## config.mk

```make
export PLATFORM = sky130hd
export DESIGN_NAME = branch_bitset_skip_exec
export DESIGN_NICKNAME = d
export VERILOG_FILES = /design/src/include/exec_pkg.sv /design/src/hw/branch_bitset_skip_exec.sv /design/src/hw/data_bank_map.sv /design/src/hw/rel_target_add.sv
export SDC_FILE = /design/constraint.sdc
export NUM_CORES = 1
export LEC_CHECK = 0
export BUFFER_PORTS_ARGS = -buffer_cell sky130_fd_sc_hd__buf_2
export CORE_UTILIZATION = 50
export CTS_BUF_LIST = sky130_fd_sc_hd__clkbuf_16
export DETAILED_ROUTE_END_ITERATION = 6
export GPL_TIMING_DRIVEN = 0
export PLACE_DENSITY = 0.77
export SETUP_SLACK_MARGIN = 0.02
export SLEW_MARGIN = 20
export SYNTH_ARGS = -nofsm -noshare
export SYNTH_HDL_FRONTEND = slang
export SYNTH_SLANG_ARGS = --single-unit
```

## constraint.sdc

```tcl
create_clock -name clk -period 3.7 [get_ports clk]
set_clock_uncertainty 0.15 [all_clocks]
set_input_delay 0.185 -clock clk [delete_from_list [all_inputs] [get_ports clk]]
set_output_delay 0.185 -clock clk [all_outputs]
set_load 0.005 [all_outputs]
```

## src/include/exec_pkg.sv

```systemverilog
package exec_pkg;

    // four phases of one instruction cycle, gray order
    typedef enum logic [1:0] {
        PH_Q1 = 2'b00,
        PH_Q2 = 2'b01,
        PH_Q3 = 2'b11,
        PH_Q4 = 2'b10
    } phase_e;

    // upper opcode byte of the conditional relative branches
    localparam logic [7:0] OPC_BRANCH_IF_NOT_ZERO = 8'he1;
    localparam logic [7:0] OPC_BRANCH_IF_NO_CARRY = 8'he3;
    localparam logic [7:0] OPC_BRANCH_IF_NO_OVERFLOW = 8'he5;
    localparam logic [7:0] OPC_BRANCH_IF_NEGATIVE = 8'he6;
    localparam logic [7:0] OPC_BRANCH_IF_NOT_NEGATIVE = 8'he7;

    // top five bits of the unconditional branch
    localparam logic [4:0] OPC_BRANCH_ALWAYS = 5'h1a;

    // top nibble of the bit-oriented instructions and of a lone second word
    localparam logic [3:0] OPC_SET_REGISTER_BIT = 4'h8;
    localparam logic [3:0] OPC_TEST_BIT_SKIP_SET = 4'ha;
    localparam logic [3:0] OPC_TEST_BIT_SKIP_CLEAR = 4'hb;
    localparam logic [3:0] OPC_SECOND_WORD = 4'hf;

    localparam logic [15:0] NOP_WORD = 16'h0000;

    // instruction word fields
    localparam int OPC_HI_LSB = 8;
    localparam int OPC_NIB_LSB = 12;
    localparam int OPC_TOP5_LSB = 11;
    localparam int BIT_IDX_LSB = 9;
    localparam int BANK_BIT_POS = 8;
    localparam int SHORT_OFF_W = 8;
    localparam int LONG_OFF_W = 11;

    // data memory addressing
    localparam int DADDR_W = 12;
    localparam int BANK_SEL_W = 4;
    localparam logic [7:0] INDEXED_LIMIT = 8'h5f;
    localparam logic [3:0] ACCESS_HIGH_BANK = 4'hf;

    // program counter
    localparam int PC_W_DEFAULT = 21;
    localparam int PC_STEP = 2;
    localparam logic [PC_W_DEFAULT-1:0] PC_RESET = 21'h000000;

endpackage

```

## src/hw/branch_bitset_skip_exec.sv

```systemverilog
`timescale 1ns/10ps
// Functional notes
// - branch_if_negative jumps only when the negative flag is one.
// - branch_if_no_carry jumps only when carry is zero.
// - branch_if_not_negative jumps only when negative is zero.
// - branch_if_no_overflow jumps only when overflow is zero.
// - branch_if_not_zero jumps only when zero flag is zero.
// - conditional target is instruction address plus two plus twice signed low byte.
// - conditional branch: one cycle untaken, two taken; extra cycle does nothing.
// - branch phases: decode, read offset, process, pc write only if taken.
// - branch_always: sign-extended 11-bit offset, always jumps, two cycles.
// - set_register_bit forces the indexed bit of the register to one, one cycle.
// - bank bit zero selects access bank, else bank_select_reg picks the bank.
// - bank bit zero, extension on, address up to limit: indexed literal offset.
// - bit test discards fetched next word when bit matches: clear=0, set=1.
// - discarded word becomes a nop cycle; three cycles over a two-word one.
// - set_register_bit phases: decode, read, modify, write back.
// - pc change or true test costs a second cycle executed as nop.
// - a lone second word of a two-word instruction executes as nop.
module branch_bitset_skip_exec
    import exec_pkg::*;
#(
    parameter int PC_W = PC_W_DEFAULT
) (
    input wire logic clk,
    input wire logic arst_n,
    input wire logic clk_en,
    output logic [PC_W-1:0] prog_addr,
    input wire logic [15:0] prog_rdata,
    output logic [DADDR_W-1:0] dm_addr,
    output logic dm_rd,
    output logic dm_wr,
    output logic [7:0] dm_wdata,
    input wire logic [7:0] dm_rdata,
    input wire logic [BANK_SEL_W-1:0] bank_select_reg,
    input wire logic ext_en,
    input wire logic [DADDR_W-1:0] index_base,
    input wire logic flag_negative,
    input wire logic flag_overflow,
    input wire logic flag_zero,
    input wire logic flag_carry,
    output logic [1:0] phase,
    output logic exec_nop,
    output logic branch_taken,
    output logic skip_next,
    output logic indexed_mode,
    output logic unsupported
);

    typedef struct packed {
        phase_e phase;
        logic [PC_W-1:0] pc;
        logic [15:0] ir;
        logic nop;
        logic taken;
        logic skip;
        logic [7:0] data;
        logic [DADDR_W-1:0] daddr;
        logic rd;
        logic wr;
        logic indexed;
        logic unsup;
    } state_s;

    state_s s_q;
    state_s s_d;

    // decode of the word under execution
    logic [7:0] opc_hi;
    logic [3:0] opc_nib;
    logic [4:0] opc_top5;
    logic [2:0] bit_idx;
    logic [7:0] bit_mask;
    logic active;
    logic is_br_neg;
    logic is_br_no_carry;
    logic is_br_not_neg;
    logic is_br_no_ovf;
    logic is_br_not_zero;
    logic is_cond_branch;
    logic is_branch_always;
    logic is_set_bit;
    logic is_skip_clear;
    logic is_skip_set;
    logic is_bit_op;
    logic is_plain_nop;
    logic is_second_word;
    logic known;
    logic cond_met;
    logic tested_bit;
    logic test_match;
    logic [PC_W-1:0] short_target;
    logic [PC_W-1:0] long_target;
    logic [DADDR_W-1:0] map_addr;
    logic map_indexed;

    assign opc_hi = s_q.ir[OPC_HI_LSB +: 8];
    assign opc_nib = s_q.ir[OPC_NIB_LSB +: 4];
    assign opc_top5 = s_q.ir[OPC_TOP5_LSB +: 5];
    assign bit_idx = s_q.ir[BIT_IDX_LSB +: 3];
    assign bit_mask = 8'h01 << bit_idx;

    // a flushed slot carries the nop word, but the flag also blocks decode
    assign active = !s_q.nop;

    assign is_br_neg = active && (opc_hi == OPC_BRANCH_IF_NEGATIVE);
    assign is_br_no_carry = active && (opc_hi == OPC_BRANCH_IF_NO_CARRY);
    assign is_br_not_neg = active && (opc_hi == OPC_BRANCH_IF_NOT_NEGATIVE);
    assign is_br_no_ovf = active && (opc_hi == OPC_BRANCH_IF_NO_OVERFLOW);
    assign is_br_not_zero = active && (opc_hi == OPC_BRANCH_IF_NOT_ZERO);
    assign is_cond_branch = is_br_neg || is_br_no_carry || is_br_not_neg || is_br_no_ovf || is_br_not_zero;
    assign is_branch_always = active && (opc_top5 == OPC_BRANCH_ALWAYS);
    assign is_set_bit = active && (opc_nib == OPC_SET_REGISTER_BIT);
    assign is_skip_clear = active && (opc_nib == OPC_TEST_BIT_SKIP_CLEAR);
    assign is_skip_set = active && (opc_nib == OPC_TEST_BIT_SKIP_SET);
    assign is_bit_op = is_set_bit || is_skip_clear || is_skip_set;
    assign is_plain_nop = s_q.ir == NOP_WORD;
    // operand word reached on its own: decodes to nothing and so idles
    assign is_second_word = opc_nib == OPC_SECOND_WORD;
    assign known = is_cond_branch || is_branch_always || is_bit_op || is_plain_nop || is_second_word;

    // flags are only looked at, never driven from here
    always_comb begin
        cond_met = 1'b0;
        if (is_br_neg) begin
            cond_met = flag_negative;
        end
        if (is_br_no_carry) begin
            cond_met = !flag_carry;
        end
        if (is_br_not_neg) begin
            cond_met = !flag_negative;
        end
        if (is_br_no_ovf) begin
            cond_met = !flag_overflow;
        end
        if (is_br_not_zero) begin
            cond_met = !flag_zero;
        end
    end

    assign tested_bit = dm_rdata[bit_idx];
    assign test_match = (is_skip_clear && !tested_bit) || (is_skip_set && tested_bit);

    // pc already points one word past the instruction, hence pc + 2n
    rel_target_add #(
        .PC_W(PC_W),
        .OFF_W(SHORT_OFF_W)
    ) u_short_target (
        .pc(s_q.pc),
        .offset(s_q.ir[SHORT_OFF_W-1:0]),
        .target(short_target)
    );

    rel_target_add #(
        .PC_W(PC_W),
        .OFF_W(LONG_OFF_W)
    ) u_long_target (
        .pc(s_q.pc),
        .offset(s_q.ir[LONG_OFF_W-1:0]),
        .target(long_target)
    );

    data_bank_map u_bank_map (
        .reg_sel(s_q.ir[7:0]),
        .bank_bit(s_q.ir[BANK_BIT_POS]),
        .bank_select_reg(bank_select_reg),
        .ext_en(ext_en),
        .index_base(index_base),
        .addr(map_addr),
        .indexed(map_indexed)
    );

    always_comb begin
        s_d = s_q;
        s_d.rd = 1'b0;
        s_d.wr = 1'b0;
        unique case (s_q.phase)
            PH_Q1: begin
                // decode; the read strobe lands in Q2 so data is back in Q3
                s_d.phase = PH_Q2;
                s_d.taken = 1'b0;
                s_d.skip = 1'b0;
                s_d.unsup = active && !known;
                s_d.indexed = 1'b0;
                if (is_bit_op) begin
                    s_d.daddr = map_addr;
                    s_d.indexed = map_indexed;
                    s_d.rd = 1'b1;
                end
            end
            PH_Q2: begin
                // offset sits in the held word; nothing to latch
                s_d.phase = PH_Q3;
            end
            PH_Q3: begin
                s_d.phase = PH_Q4;
                if (is_cond_branch) begin
                    s_d.taken = cond_met;
                end
                if (is_branch_always) begin
                    s_d.taken = 1'b1;
                end
                if (is_skip_clear || is_skip_set) begin
                    s_d.skip = test_match;
                end
                if (is_set_bit) begin
                    s_d.data = dm_rdata | bit_mask;
                    s_d.wr = 1'b1;
                end
            end
            PH_Q4: begin
                s_d.phase = PH_Q1;
                // taken and skip stand in Q4 only, so the flush slot starts clean
                s_d.taken = 1'b0;
                s_d.skip = 1'b0;
                if (s_q.taken) begin
                    s_d.pc = is_branch_always ? long_target : short_target;
                    // fetched word belongs to the old path: slot becomes a nop
                    s_d.ir = NOP_WORD;
                    s_d.nop = 1'b1;
                end else begin
                    s_d.pc = s_q.pc + PC_W'(PC_STEP);
                    if (s_q.skip) begin
                        s_d.ir = NOP_WORD;
                        s_d.nop = 1'b1;
                    end else begin
                        s_d.ir = prog_rdata;
                        s_d.nop = 1'b0;
                    end
                end
            end
        endcase
    end

    always_ff @(posedge clk or negedge arst_n) begin
        if (!arst_n) begin
            s_q.phase <= PH_Q1;
            s_q.pc <= PC_W'(PC_RESET);
            s_q.ir <= NOP_WORD;
            s_q.nop <= 1'b1;
            s_q.taken <= 1'b0;
            s_q.skip <= 1'b0;
            s_q.data <= 8'h00;
            s_q.daddr <= '0;
            s_q.rd <= 1'b0;
            s_q.wr <= 1'b0;
            s_q.indexed <= 1'b0;
            s_q.unsup <= 1'b0;
        end else if (clk_en) begin
            s_q <= s_d;
        end
    end

    assign prog_addr = s_q.pc;
    assign dm_addr = s_q.daddr;
    assign dm_rd = s_q.rd;
    assign dm_wr = s_q.wr;
    assign dm_wdata = s_q.data;
    assign phase = s_q.phase;
    assign exec_nop = s_q.nop;
    assign branch_taken = s_q.taken;
    assign skip_next = s_q.skip;
    assign indexed_mode = s_q.indexed;
    assign unsupported = s_q.unsup;

endmodule // branch_bitset_skip_exec

```

## src/hw/data_bank_map.sv

```systemverilog
`timescale 1ns/10ps
module data_bank_map
    import exec_pkg::*;
(
    input wire logic [7:0] reg_sel,
    input wire logic bank_bit,
    input wire logic [BANK_SEL_W-1:0] bank_select_reg,
    input wire logic ext_en,
    input wire logic [DADDR_W-1:0] index_base,
    output logic [DADDR_W-1:0] addr,
    output logic indexed
);

    logic low_half;
    logic [DADDR_W-1:0] sum;

    assign low_half = reg_sel <= INDEXED_LIMIT;
    assign indexed = !bank_bit && ext_en && low_half;
    assign sum = index_base + {{(DADDR_W-8){1'b0}}, reg_sel};

    always_comb begin
        if (indexed) begin
            addr = sum;
        end else if (bank_bit) begin
            addr = {bank_select_reg, reg_sel};
        end else if (low_half) begin
            addr = {{(DADDR_W-8){1'b0}}, reg_sel};
        end else begin
            addr = {ACCESS_HIGH_BANK, reg_sel};
        end
    end

endmodule // data_bank_map

```

## src/hw/rel_target_add.sv

```systemverilog
`timescale 1ns/10ps
module rel_target_add
    import exec_pkg::*;
#(
    parameter int PC_W = PC_W_DEFAULT,
    parameter int OFF_W = SHORT_OFF_W
) (
    input wire logic [PC_W-1:0] pc,
    input wire logic [OFF_W-1:0] offset,
    output logic [PC_W-1:0] target
);

    logic [PC_W-1:0] step;
    logic [PC_W-1:0] sum;

    // offset counts words, so it is doubled before the add
    assign step = {{(PC_W-OFF_W-1){offset[OFF_W-1]}}, offset, 1'b0};
    // carry out dropped on purpose: target wraps in the pc width
    assign sum = pc + step;
    assign target = {sum[PC_W-1:1], 1'b0};

endmodule // rel_target_add

```

==> results of run 1 <==
==> stage by stage <==
| stage | cell area [um^2] | hold WS [ns] | setup slack (ns) | instances |
|---|---|---|---|---|
| floorplan | 4500 | -0.261 | 0.0977 | 505 |
| detailed placement | 5150 | -0.0763 | -0.196 | 710 |
| finish | 5640 | 0.00467 | 0.335 | 746 |
| global route | 5640 | 0.0238 | 0.0909 | 746 |
| CTS | 5610 | 0.00188 | 0.0893 | 743 |
| global placement | 5120 | 0.254 | -0.524 | 709 |
==> power by group through the flow <==
stage	clock network (W)	registers [W]	logic, W
after floorplan	0	0.00111	0.000986
after global placement	0	0.00116	0.00130
after detailed placement	0	0.00117	0.00135
after CTS	0.000810	0.00116	0.00137
after global routing	0.000846	0.00120	0.00153
final	0.000798	0.00117	0.00138
==> registers in the layout, indices dropped and copies added, names as in the netlist, 2 cells and up <==
signal,count
dm_wdata,8
dm_addr,12
bit_idx,3
opc_hi,5
phase,2
s_q,8
prog_addr,20
==> layout make-up <==
type	instances	area (um^2)	area share
Multi-Input combinational cell	358	2410	0.428
Sequential cell	65	1630	0.289
Timing Repair Buffer	118	713	0.126
Buffer	63	403	0.0714
Clock buffer	9	225	0.0399
Tap cell	108	135	0.0240
Inverter	19	71.3	0.0126
Clock inverter	6	52.6	0.00932
==> placed cells by master (no fill, tap or decap), types with 3 or more instances in the layout <==
cell | synthesis | layout
nand3_1 | 11 | 11
inv_1 | 18 | 20
a21boi_0 | 5 | 4
mux2_2 | 3 | 3
a22o_1 | 18 | 18
xnor2_1 | 15 | 15
and3_1 | 5 | 5
o21ai_0 | 42 | 42
dlygate4sd3_1 | 0 | 18
buf_4 | 43 | 47
or3_1 | 3 | 3
mux2i_1 | 5 | 5
a31oi_1 | 10 | 10
nor2_1 | 22 | 22
ha_1 | 27 | 27
nand2b_1 | 7 | 7
dfrtp_1 | 64 | 64
a21oi_1 | 40 | 40
nand2_1 | 51 | 51
clkbuf_1 | 16 | 15
and2_1 | 9 | 9
nor2b_1 | 8 | 8
a21o_1 | 14 | 14
clkbuf_16 | 0 | 9
xor2_1 | 10 | 10
o31ai_1 | 5 | 5
buf_2 | 3 | 98
nor3_1 | 8 | 8
a211oi_1 | 5 | 5
==> layer usage <==
metal,vias to the layer above,global-route usage,part of all wire
li1,2021,-,-
met5,-,0,0
met3,13,0.0340,0.048
met4,0,0.0907,0.015
met1,1972,0.327,0.45
met2,125,0.403,0.49
==> timing repair <==
item	4_1_cts	5_1_grt
setup endpoints to repair	5	5
resized for setup	1	3
hold buffers	18	0
setup buffers	0	3
endpoints found under the hold margin	81	0
pin swaps	0	1
==> worst max path at each step <==
stage	endpoint	slack [ns]	depth (start not counted)
2_1_floorplan	prog_addr[19]$_DFFE_PN0P_	0.1	13
3_3_place_gp	prog_addr[19]$_DFFE_PN0P_	-0.52	13
3_5_place_dp	prog_addr[19]$_DFFE_PN0P_	-0.20	13
4_1_cts	prog_addr[19]$_DFFE_PN0P_	0.09	13
5_1_grt	prog_addr[20]$_DFFE_PN0P_	0.09	14
6_report	prog_addr[20]$_DFFE_PN0P_	0.33	14
==> kinds of logic (layout without fill, tap and decap cells) <==
kind of cell | count (synthesis) | in the layout
AO/OA/AOI/OAI | 156 | 156
XOR/XNOR | 25 | 25
adder cells (fa/ha/maj) | 29 | 29
buffers and inverters | 82 | 215
flip-flops | 65 | 65
multiplexers | 10 | 10
other | 1 | 1
AND/OR/NAND/NOR | 137 | 137
==> synthesized netlist by cell type (all sizes together) (2+ instances only) <==
| cell | n |
|---|---|
| a211oi | 5 |
| a21boi | 5 |
| a21o | 14 |
| a21oi | 40 |
| a22o | 18 |
| a31oi | 10 |
| and2 | 9 |
| and3 | 5 |
| buf | 47 |
| clkbuf | 16 |
| dfrtp | 64 |
| fa | 2 |
| ha | 27 |
| inv | 19 |
| mux2 | 3 |
| mux2i | 5 |
| mux4 | 2 |
| nand2 | 51 |
| nand2b | 7 |
| nand3 | 11 |
| nand4 | 2 |
| nor2 | 22 |
| nor2b | 8 |
| nor3 | 8 |
| o21ai | 42 |
| o21bai | 2 |
| o221ai | 2 |
| o31a | 2 |
| o31ai | 5 |
| or2 | 3 |
| or3 | 4 |
| or4 | 2 |
| xnor2 | 15 |
| xor2 | 10 |
==> tightest hold or removal path, delay by kind of cell <==
kind,cells,cell delay [ns]
buf+inv,1,0.09
simple gates,1,0.04
compound gates,1,0.12
==> key figures, run 1 <==
Setup path
  • CP Buf/Inv Count: 2
  • Worst reg-to-reg setup slack: 0.33 ns
  • CP startpoint: bit_idx[2]$_DFFE_PN0P_
  • Crit path DAT: 3.42 ns
  • Critical path fanouts, max: 8
  • Worst r2r src: bit_idx[2]$_DFFE_PN0P_
  • Most frequent CP cell: nand2_1
  • Worst Setup Start Kind: flip-flop
  • Worst Path Required: 3.75 ns
  • RR Endpoint: prog_addr[20]$_DFFE_PN0P_
  • CP max stage cell: or4_1
  • Critical Path Max Stage Delay: 0.47 ns
  • Top delay family on crit path: simple AND/OR/NAND/NOR gates
  • FF-to-FF path depth: 14
  • CP endpoint kind: flip-flop
  • Crit-path cells: buf_2 > and4bb_2 > nand2_1 > nand2_1 > a21boi_4 > buf_4 > ha_1 > and3_1 > nand2_1 > or4_1 > o21ai_0 > xnor2_1 > nor2_1 > xor2_1
  • Crit path kind: flip-flop to flip-flop

GRT
  • GRT Util Overall: 0.244
  • First-pass GRT wire length: 18700 um
  • Largest net degree at the start of global routing: 50
  • Initial antenna violation count: 0
  • Aggregate global routing overflow: 0
  • Vias in the first global route: 3944

Clocking
  • Clock sinks: 65
  • Clk slew on worst S/H paths: 0.05 ns
  • H-tree levels: 3
  • CTS tree: yes
  • Root buf cell: clkbuf_16
  • Total CTS buffers: 9
  • Clock Tree Buf Depth: 2
  • Worst-Skew Late Latency: 0.32 ns

Min path
  • Hold wc startpoint: dm_rdata[0]
  • Hold Path Class: input pin to flip-flop
  • Hold Path End: dm_wdata[0]$_DFFE_PN0P_
  • Hold depth: 3

Floorplan
  • Die ar.: 0.00939 mm^2
  • Die height: 96.9 um
  • Die Wd: 96.9 um
  • Initial Utilization: 0.516
  • IO Pins: 98
  • Core area: 0.00872 mm^2
  • Standard-cell rows: 34

STA
  • Fin crit period: 3.37 ns
  • Worst-Margin Slew: 0.894 ns
  • Setup tns final: 0 ns
  • Fmax: 297 MHz
  • Max Slew Vio Count: 0
  • Rel. slew slack: 0.399
  • Final period util: 0.909
  • Final hold violation count: 0
  • RSZ-0062 raised after global routing: no
  • Final setup viols: 0

Run
  • Max-Cap Viols: 0

Yosys
  • Synthesized net count: 582
  • Synth Area in Adders: 0.0839
  • Mux share of post-synthesis cell area: 0.0286
  • Syn_area_per_cell: 8.91 um^2
  • Seq/Total Area, Yosys: 0.362
  • Ranking of synthesized cells by area: dfrtp_1 (36%), ha_1 (7.5%), buf_4 (7.2%)
  • Post-Synth XOR/XNOR Area: 0.0486
  • Synthesized netlist cell count: 505
  • Synth Area in Simple Gates: 0.150
  • Area fraction in compound gates after synthesis: 0.221
  • Top_reg_cell synth: dfrtp_1
  • Main combinational cell family by area after synthesis: compound AO/OA/AOI/OAI gates
  • Mapped Area: 0.00450 mm^2
  • Area leader, netlist: dfrtp_1
  • Distinct cells, synth: 57
  • Synth warn: 0
  • Async SR Flop Fraction: 1.00
  • Top cell type's share of synthesized area: 0.356
  • #FFs+latches synth: 65
  • Post-synth EDFFs: 0

Power
  • Pwr/cell area: 593 mW/mm^2
  • Comb pwr share: 0.412
  • Clk pwr share: 0.239
  • Total power: 0.00334 W
  • Sequential group share of total power: 0.349
  • Sw Share: 0.354
  • Leak pwr: 2.91 nW
  • Max VDD drop: 0.257 mV
  • Sw Pwr: 0.00118 W
  • P_int: 0.00216 W

Detailed routing
  • Drt via density: 5.54
  • Drt total wl: 11200 um
  • DRT antenna net count: 0
  • DR vias: 4131
  • Routed WL per cell: 15.0 um
  • DRC: 0
  • Iteration-0 DRC Markers: 184
  • Pre-antenna DRT Iters: 6

Cells and area
  • Final net count: 711
  • Area grow syn2layout: 25.3%
  • # diodes: 0
  • Final Util: 0.647
  • Share of post-route cells with drive strength above 1: 0.270
  • Fill cell count: 711

Status
  • Outcome: finished clean

Place
  • DP HPWL: 8180 um
  • GPL Wtd Cong: 0.918
  • PortBufs: 96
No activity file was read; power rests on OpenSTA's default activity.
==> inputs of run 2 (changes only) <==
==> constraint.sdc (replaced) <==
create_clock -name clk -period 2.8 [get_ports clk]
set_clock_uncertainty 0.15 [all_clocks]
set_input_delay 0.14 -clock clk [delete_from_list [all_inputs] [get_ports clk]]
set_output_delay 0.14 -clock clk [all_outputs]
set_load 0.005 [all_outputs]
==> run 2 against run 1 <==
The run now ends with setup timing left. Largest cell class unchanged. Setup slack got worse by 0.67 ns. Sequential power is 33% higher. Hold slack improved by 0.019 ns. Power increased by 40%. Die area unchanged. Critical endpoint unchanged. Sequential share of layout area fell by 1.7 points. Clock power rose by 52%. Highest routed layer unchanged.
==> key figures, run 2 (synthesized netlist as in run 1, its figures left out) <==
STA
  • Max Slew Vio Count: 0
  • Final hold violation count: 0
  • Final setup viols: 7
  • Fin crit period: 3.14 ns
  • Fin worst setup slack: -0.337 ns
  • RSZ-0062 raised after global routing: yes
  • Fmax: 319 MHz
  • Setup tns final: -1.71 ns
  • Worst-Margin Slew: 0.916 ns
  • Final period util: 1.12
  • Rel. slew slack: 0.385

Setup path
  • Crit path DAT: 3.20 ns
  • CP max stage cell: or4_1
  • Top delay family on crit path: simple AND/OR/NAND/NOR gates
  • Critical path fanouts, max: 8
  • Worst Path Required: 2.86 ns
  • Capture point of the critical path: prog_addr[20]$_DFFE_PN0P_
  • CP endpoint kind: flip-flop
  • FF-to-FF path depth: 13
  • Worst reg-to-reg setup slack: -0.34 ns
  • Worst Setup Start Kind: flip-flop
  • Worst path depth: 13
  • Crit path kind: flip-flop to flip-flop
  • RR Endpoint: prog_addr[20]$_DFFE_PN0P_
  • Crit-path cells: nor2b_1 > clkbuf_4 > nand3_2 > a21boi_4 > buf_12 > ha_1 > and3_1 > nand2_1 > or4_1 > o21ai_2 > xnor2_1 > nor2_1 > xor2_1
  • CP Buf/Inv Count: 2
  • Critical Path Max Stage Delay: 0.49 ns
  • Worst r2r src: opc_hi[5]$_DFFE_PN0P_
  • CP startpoint: opc_hi[5]$_DFFE_PN0P_

Place
  • DP HPWL: 8280 um
  • PortBufs: 96
  • Post-DP Area: 0.00518 mm^2
  • Dpl cells: 710
  • GPL Wtd Cong: 0.877
  • Post-place setup slack: -0.542 ns

Detailed routing
  • Routed WL per cell: 15.9 um
  • Met1 wire length: 5210 um
  • DR vias: 4273
  • Uppermost layer routed: met4
  • Drt total wl: 12100 um
  • Wire length on met3: 647 um
  • DRC: 0
  • Met2 routed WL: 5810 um
  • Drt via density: 5.61
  • Pre-antenna DRT Iters: 5
  • DRT antenna net count: 0
  • Iteration-0 DRC Markers: 232

Floorplan
  • Initial Utilization: 0.516
  • Die Wd: 96.9 um
  • Die ar.: 0.00939 mm^2
  • Core area: 0.00872 mm^2
  • Die height: 96.9 um
  • Standard-cell rows: 34
  • IO Pins: 98

Power
  • Leak pwr: 3.02 nW
  • Max VDD drop: 0.369 mV
  • Total power: 0.00466 W
  • Pwr/cell area: 778 mW/mm^2

Status
  • Failing checks: setup timing
  • Outcome: finished, violations left

Cells and area
  • Most common cell after layout, fill and taps aside: buf_2
  • Commonest non-fill, non-tap cells in the layout: buf_2 (97), dfrtp_1 (61), nand2_1 (49), buf_4 (49), a21oi_1 (36)
  • # diodes: 0
  • Finished layout cell area: 0.00600 mm^2
  • Area grow syn2layout: 33.2%
  • Non-Filler Instances: 761
  • Max reg flops: 20
  • Final net count: 725
  • Share of post-route cells with drive strength above 1: 0.317

GRT
  • Aggregate global routing overflow: 0
  • Largest net degree at the start of global routing: 52
  • Vias in the first global route: 4176
  • Initial antenna violation count: 0
  • First-pass GRT wire length: 19900 um
  • GRT Util Overall: 0.266

Min path
  • Hold Path Class: input pin to flip-flop

Clocking
  • Total CTS buffers: 9
  • Worst-Skew Late Latency: 0.33 ns
  • Root buf cell: clkbuf_16
  • Clk slew on worst S/H paths: 0.06 ns
  • H-tree levels: 3
  • CTS tree: yes
  • Clock Tree Buf Depth: 2
  • Clock sinks: 65

Run
  • Max-Cap Viols: 0
==> run 2: area by class of cell <==
type / count / area (um^2)
Fill cell: 673 / 2720
Multi-Input combinational cell: 358 / 2510
Sequential cell: 65 / 1630
Timing Repair Buffer: 135 / 916
Buffer: 60 / 409
Clock buffer: 9 / 225
Tap cell: 108 / 135
Clock inverter: 7 / 93.8
Inverter: 19 / 71.3
==> run 2: per-stage QoR <==
| stage | utilization | hold WS (ns) |
|---|---|---|
| 4_1_cts | 0.681 | 0.0218 |
| 2_1_floorplan | - | -0.306 |
| 6_report | 0.688 | 0.0242 |
| 3_3_place_gp | 0.590 | 0.208 |
| 5_1_grt | 0.688 | 0.0658 |
| 3_5_place_dp | 0.594 | -0.123 |
==> run 2: worst register-to-register path, delay by kind of cell (launching register included) <==
kind	cells	cell delay, ns
and+or+nand+nor	6	1.11
DFF	1	0.44
xor gates and xnor gates	2	0.30
adders and majority gates	1	0.22
AOI/OAI and AO/OA	2	0.45
buffers and inverters	2	0.36
==> run 2: timing repair <==
action | CTS | global route
setup endpoints to repair | 10 | 12
setup buffers | 7 | 0
resized for setup | 20 | 20
endpoints found under the hold margin | 92 | 0
hold buffers | 30 | 0
pin swaps | 6 | 4
gates cloned | 1 | 0
==> run 2: worst min-delay path by stage <==
stage,startpoint,end,depth (start not counted)
after floorplan,arst_n,bit_idx[0]$_DFFE_PN0P_,0
after global placement,prog_rdata[14],opc_hi[6]$_DFFE_PN0P_,2
after detailed placement,arst_n,dm_addr[1]$_DFFE_PN0P_,1
after CTS,index_base[8],dm_addr[8]$_DFFE_PN0P_,4
after global routing,arst_n,dm_addr[9]$_DFFE_PN0P_,2
final,index_base[8],dm_addr[8]$_DFFE_PN0P_,4
==> run 2: power breakdown <==
| part | total [W] | internal, W | switching, W |
|---|---|---|---|
| Clock | 0.00121 | 0.000779 | 0.000433 |
| Combinational | 0.00189 | 0.000994 | 0.000896 |
| Sequential | 0.00156 | 0.00124 | 0.000319 |
| Total | 0.00466 | 0.00302 | 0.00165 |
==> run 2: routing by layer <==
layer  GRT usage  vias up
li1            -     2047
met1       0.338     2021
met2       0.436      166
met3      0.0441       39
met4       0.134        0
met5           0        -
==> inputs of run 3 (changes only) <==
--- a/config.mk
+++ b/config.mk
@@ -6,13 +6,14 @@
 export NUM_CORES = 1
 export LEC_CHECK = 0
 export BUFFER_PORTS_ARGS = -buffer_cell sky130_fd_sc_hd__buf_2
-export CORE_UTILIZATION = 50
+export CORE_UTILIZATION = 53
 export CTS_BUF_LIST = sky130_fd_sc_hd__clkbuf_16
 export DETAILED_ROUTE_END_ITERATION = 6
 export GPL_TIMING_DRIVEN = 0
-export PLACE_DENSITY = 0.77
+export PLACE_DENSITY = 0.78
 export SETUP_SLACK_MARGIN = 0.02
 export SLEW_MARGIN = 20
 export SYNTH_ARGS = -nofsm -noshare
 export SYNTH_HDL_FRONTEND = slang
+export SYNTH_HIERARCHICAL = 1
 export SYNTH_SLANG_ARGS = --single-unit
==> run 3 against run 2 <==
Fmax increased by 11%. Power increased by 62%. The flow still finishes with violations (setup timing). Die area increased by 36%. Largest cell class unchanged.
==> key figures, run 3 <==
Status
  • Outcome: finished, violations left
  • Failing checks: setup timing

Cells and area
  • Max reg flops: 21
  • Share of post-route cells with drive strength above 1: 0.336
  • Final Util: 0.682
  • # diodes: 0
  • Most common cell after layout, fill and taps aside: buf_2
  • Commonest non-fill, non-tap cells in the layout: buf_2 (105), buf_4 (66), a21oi_1 (59)
  • Register area: 0.00168 mm^2
  • Non-Filler Instances: 1043
  • Footprint of the multi-input gates: 0.00456 mm^2
  • Final net count: 989
  • Fill cell count: 947
  • Area grow syn2layout: 25.9%

Setup path
  • Crit path DAT: 2.91 ns
  • Worst r2r src: prog_addr[1]$_DFFE_PN0P_
  • RR Endpoint: prog_addr[13]$_DFFE_PN0P_
  • FF-to-FF path depth: 11
  • CP endpoint kind: flip-flop
  • Crit path kind: flip-flop to flip-flop
  • Worst Setup Start Kind: flip-flop
  • Critical path fanouts, max: 5
  • Capture point of the critical path: prog_addr[13]$_DFFE_PN0P_
  • CP startpoint: prog_addr[1]$_DFFE_PN0P_
  • Worst Path Required: 2.87 ns
  • Worst reg-to-reg setup slack: -0.04 ns

STA
  • Setup tns final: -0.0501 ns
  • Max Slew Vio Count: 0
  • Fin worst setup slack: -0.0365 ns
  • Fmax: 353 MHz
  • Rel. slew slack: 0.558
  • Final setup viols: 2
  • RSZ-0062 raised after global routing: yes
  • Final hold violation count: 0
  • Final period util: 1.01
  • Fin crit period: 2.84 ns
  • Worst-Margin Slew: 0.662 ns

Clocking
  • H-tree levels: 3
  • Total CTS buffers: 9
  • Clock Tree Buf Depth: 2
  • Clock sinks: 66
  • Root buf cell: clkbuf_16
  • CTS tree: yes
  • Worst-Skew Late Latency: 0.34 ns
  • Clk slew on worst S/H paths: 0.06 ns

Detailed routing
  • Iteration-0 DRC Markers: 662
  • Drt via density: 6.13
  • DR vias: 6389
  • DRC: 0
  • Routed WL per cell: 17.6 um
  • Drt total wl: 18400 um
  • DRT antenna net count: 0
  • Pre-antenna DRT Iters: 5

Yosys
  • Syn_area_per_cell: 8.80 um^2
  • Seq/Total Area, Yosys: 0.254
  • Synth cell count leaders: a21oi_1 (67), dfrtp_1 (65), nand2_1 (53), ha_1 (47), nor2_1 (47)
  • Ranking of synthesized cells by area: dfrtp_1 (25%), ha_1 (9.0%), buf_4 (5.3%)
  • #FFs+latches synth: 66
  • Synthesized net count: 837
  • Post-synth EDFFs: 0
  • Count leader, synth: a21oi_1
  • Distinct cells, synth: 91
  • Async SR Flop Fraction: 1.00
  • Mapped Area: 0.00650 mm^2
  • Area leader, netlist: dfrtp_1
  • Top_reg_cell synth: dfrtp_1
  • Synth warn: 6
  • Synthesized netlist cell count: 739
  • Top cell type's share of synthesized area: 0.250

Place
  • Post-place setup slack: -0.492 ns
  • GPL Wtd Cong: 0.903
  • PortBufs: 96
  • Dpl cells: 983
  • DP HPWL: 12700 um

GRT
  • GRT Util Overall: 0.288
  • Vias in the first global route: 5970
  • Initial antenna violation count: 0
  • Largest net degree at the start of global routing: 45
  • First-pass GRT wire length: 29100 um
  • Aggregate global routing overflow: 0

Power
  • Pwr/cell area: 922 mW/mm^2
  • Leak pwr: 3.98 nW
  • Max VDD drop: 0.501 mV

Floorplan
  • Die height: 113 um
  • Standard-cell rows: 40
  • IO Pins: 98
  • Initial Utilization: 0.542
  • Core area: 0.0120 mm^2
  • Die ar.: 0.0127 mm^2
  • Die Wd: 113 um

Min path
  • Hold Path Class: input pin to flip-flop

Run
  • Max-Cap Viols: 0
==> run 3: cell count changes after synthesis, sizes merged, moves of 7 or more <==
cell / change
a21oi: +27
nor2: +27
ha: +20
mux2: +20
mux2i: +17
buf: +16
nand4: +15
nand3: +10
nor4: +9
o21a: +9
xnor2: +7
xor2: +7
==> run 3: routing by layer <==
metal	GRT usage	vias up	wire, um
met5	0	-	0
met4	0.127	0	493
met3	0.0273	46	1150
met2	0.477	291	8620
met1	0.384	2991	8140
li1	-	3061	-
==> run 3: cell families (layout without fill, tap and decap cells) <==
kind of cell	count (synthesis)	after routing	synth area share
flip-flops	66	66	0.254
AND/OR/NAND/NOR	206	206	0.174
buffers and inverters	91	248	0.0862
AO/OA/AOI/OAI	240	240	0.253
XOR/XNOR	39	39	0.0525
multiplexers	45	45	0.0794
adder cells (fa/ha/maj)	50	50	0.0996
other	2	2	0.00115
==> run 3: power by group <==
group          total (W)  internal, W  leakage (nW)  switching, W
clock network    0.00104     0.000595         0.129      0.000441
logic            0.00471      0.00232          3.01       0.00239
registers        0.00180      0.00130         0.838      0.000491
==> run 3: critical path: stages (launching register included) <==
cell	delay, ns
dfrtp_2	0.46
ha_4	0.19
fa_2	0.40
a21o_1	0.20
and3_4	0.18
o211ai_4	0.21
nand2_1	0.11
a31oi_1	0.22
xnor2_1	0.10
mux2_1	0.30
o22ai_1	0.13
nor2_1	0.06
==> run 3: layout make-up <==
class,count,share of cell area
clock inverter,7,0.00565
tap,147,0.0225
clock buffer,9,0.0275
inverter,18,0.00825
multi-input combinational,582,0.557
sequential,66,0.205
buffer,70,0.0588
timing repair buffer,144,0.115
==> run 3: worst min path at each step <==
stage	start	endpoint	slack (ns)	cells past startpoint
floorplan	arst_n	bit_idx[0]$_DFFE_PN0P_	-0.31	0
global placement	prog_rdata[15]	opc_hi[7]$_DFFE_PN0P_	0.21	2
detailed placement	arst_n	dm_addr[9]$_DFFE_PN0P_	-0.08	1
CTS	bank_select_reg[0]	dm_addr[8]$_DFFE_PN0P_	0.05	4
global route	bank_select_reg[0]	dm_addr[8]$_DFFE_PN0P_	0.08	4
finish	bank_select_reg[0]	dm_addr[8]$_DFFE_PN0P_	0.05	4
==> run 3: metrics by stage <==
stage	hold WS (ns)	area, um^2	power [W]
after detailed placement	-0.0840	7200	0.00582
after floorplan	-0.306	6500	0.00479
after global placement	0.208	7170	0.00575
after CTS	0.0482	7950	0.00718
final	0.0457	8190	0.00755
after global routing	0.0798	8190	0.00805
==> run 3: repair_timing <==
item                                    4_1_cts  5_1_grt
resized for setup                            37       42
buffers inserted                             10       11
pin swaps                                     6       17
hold endpoints to repair                     90        0
endpoints found under the setup margin       13       11
hold buffers                                 26        0
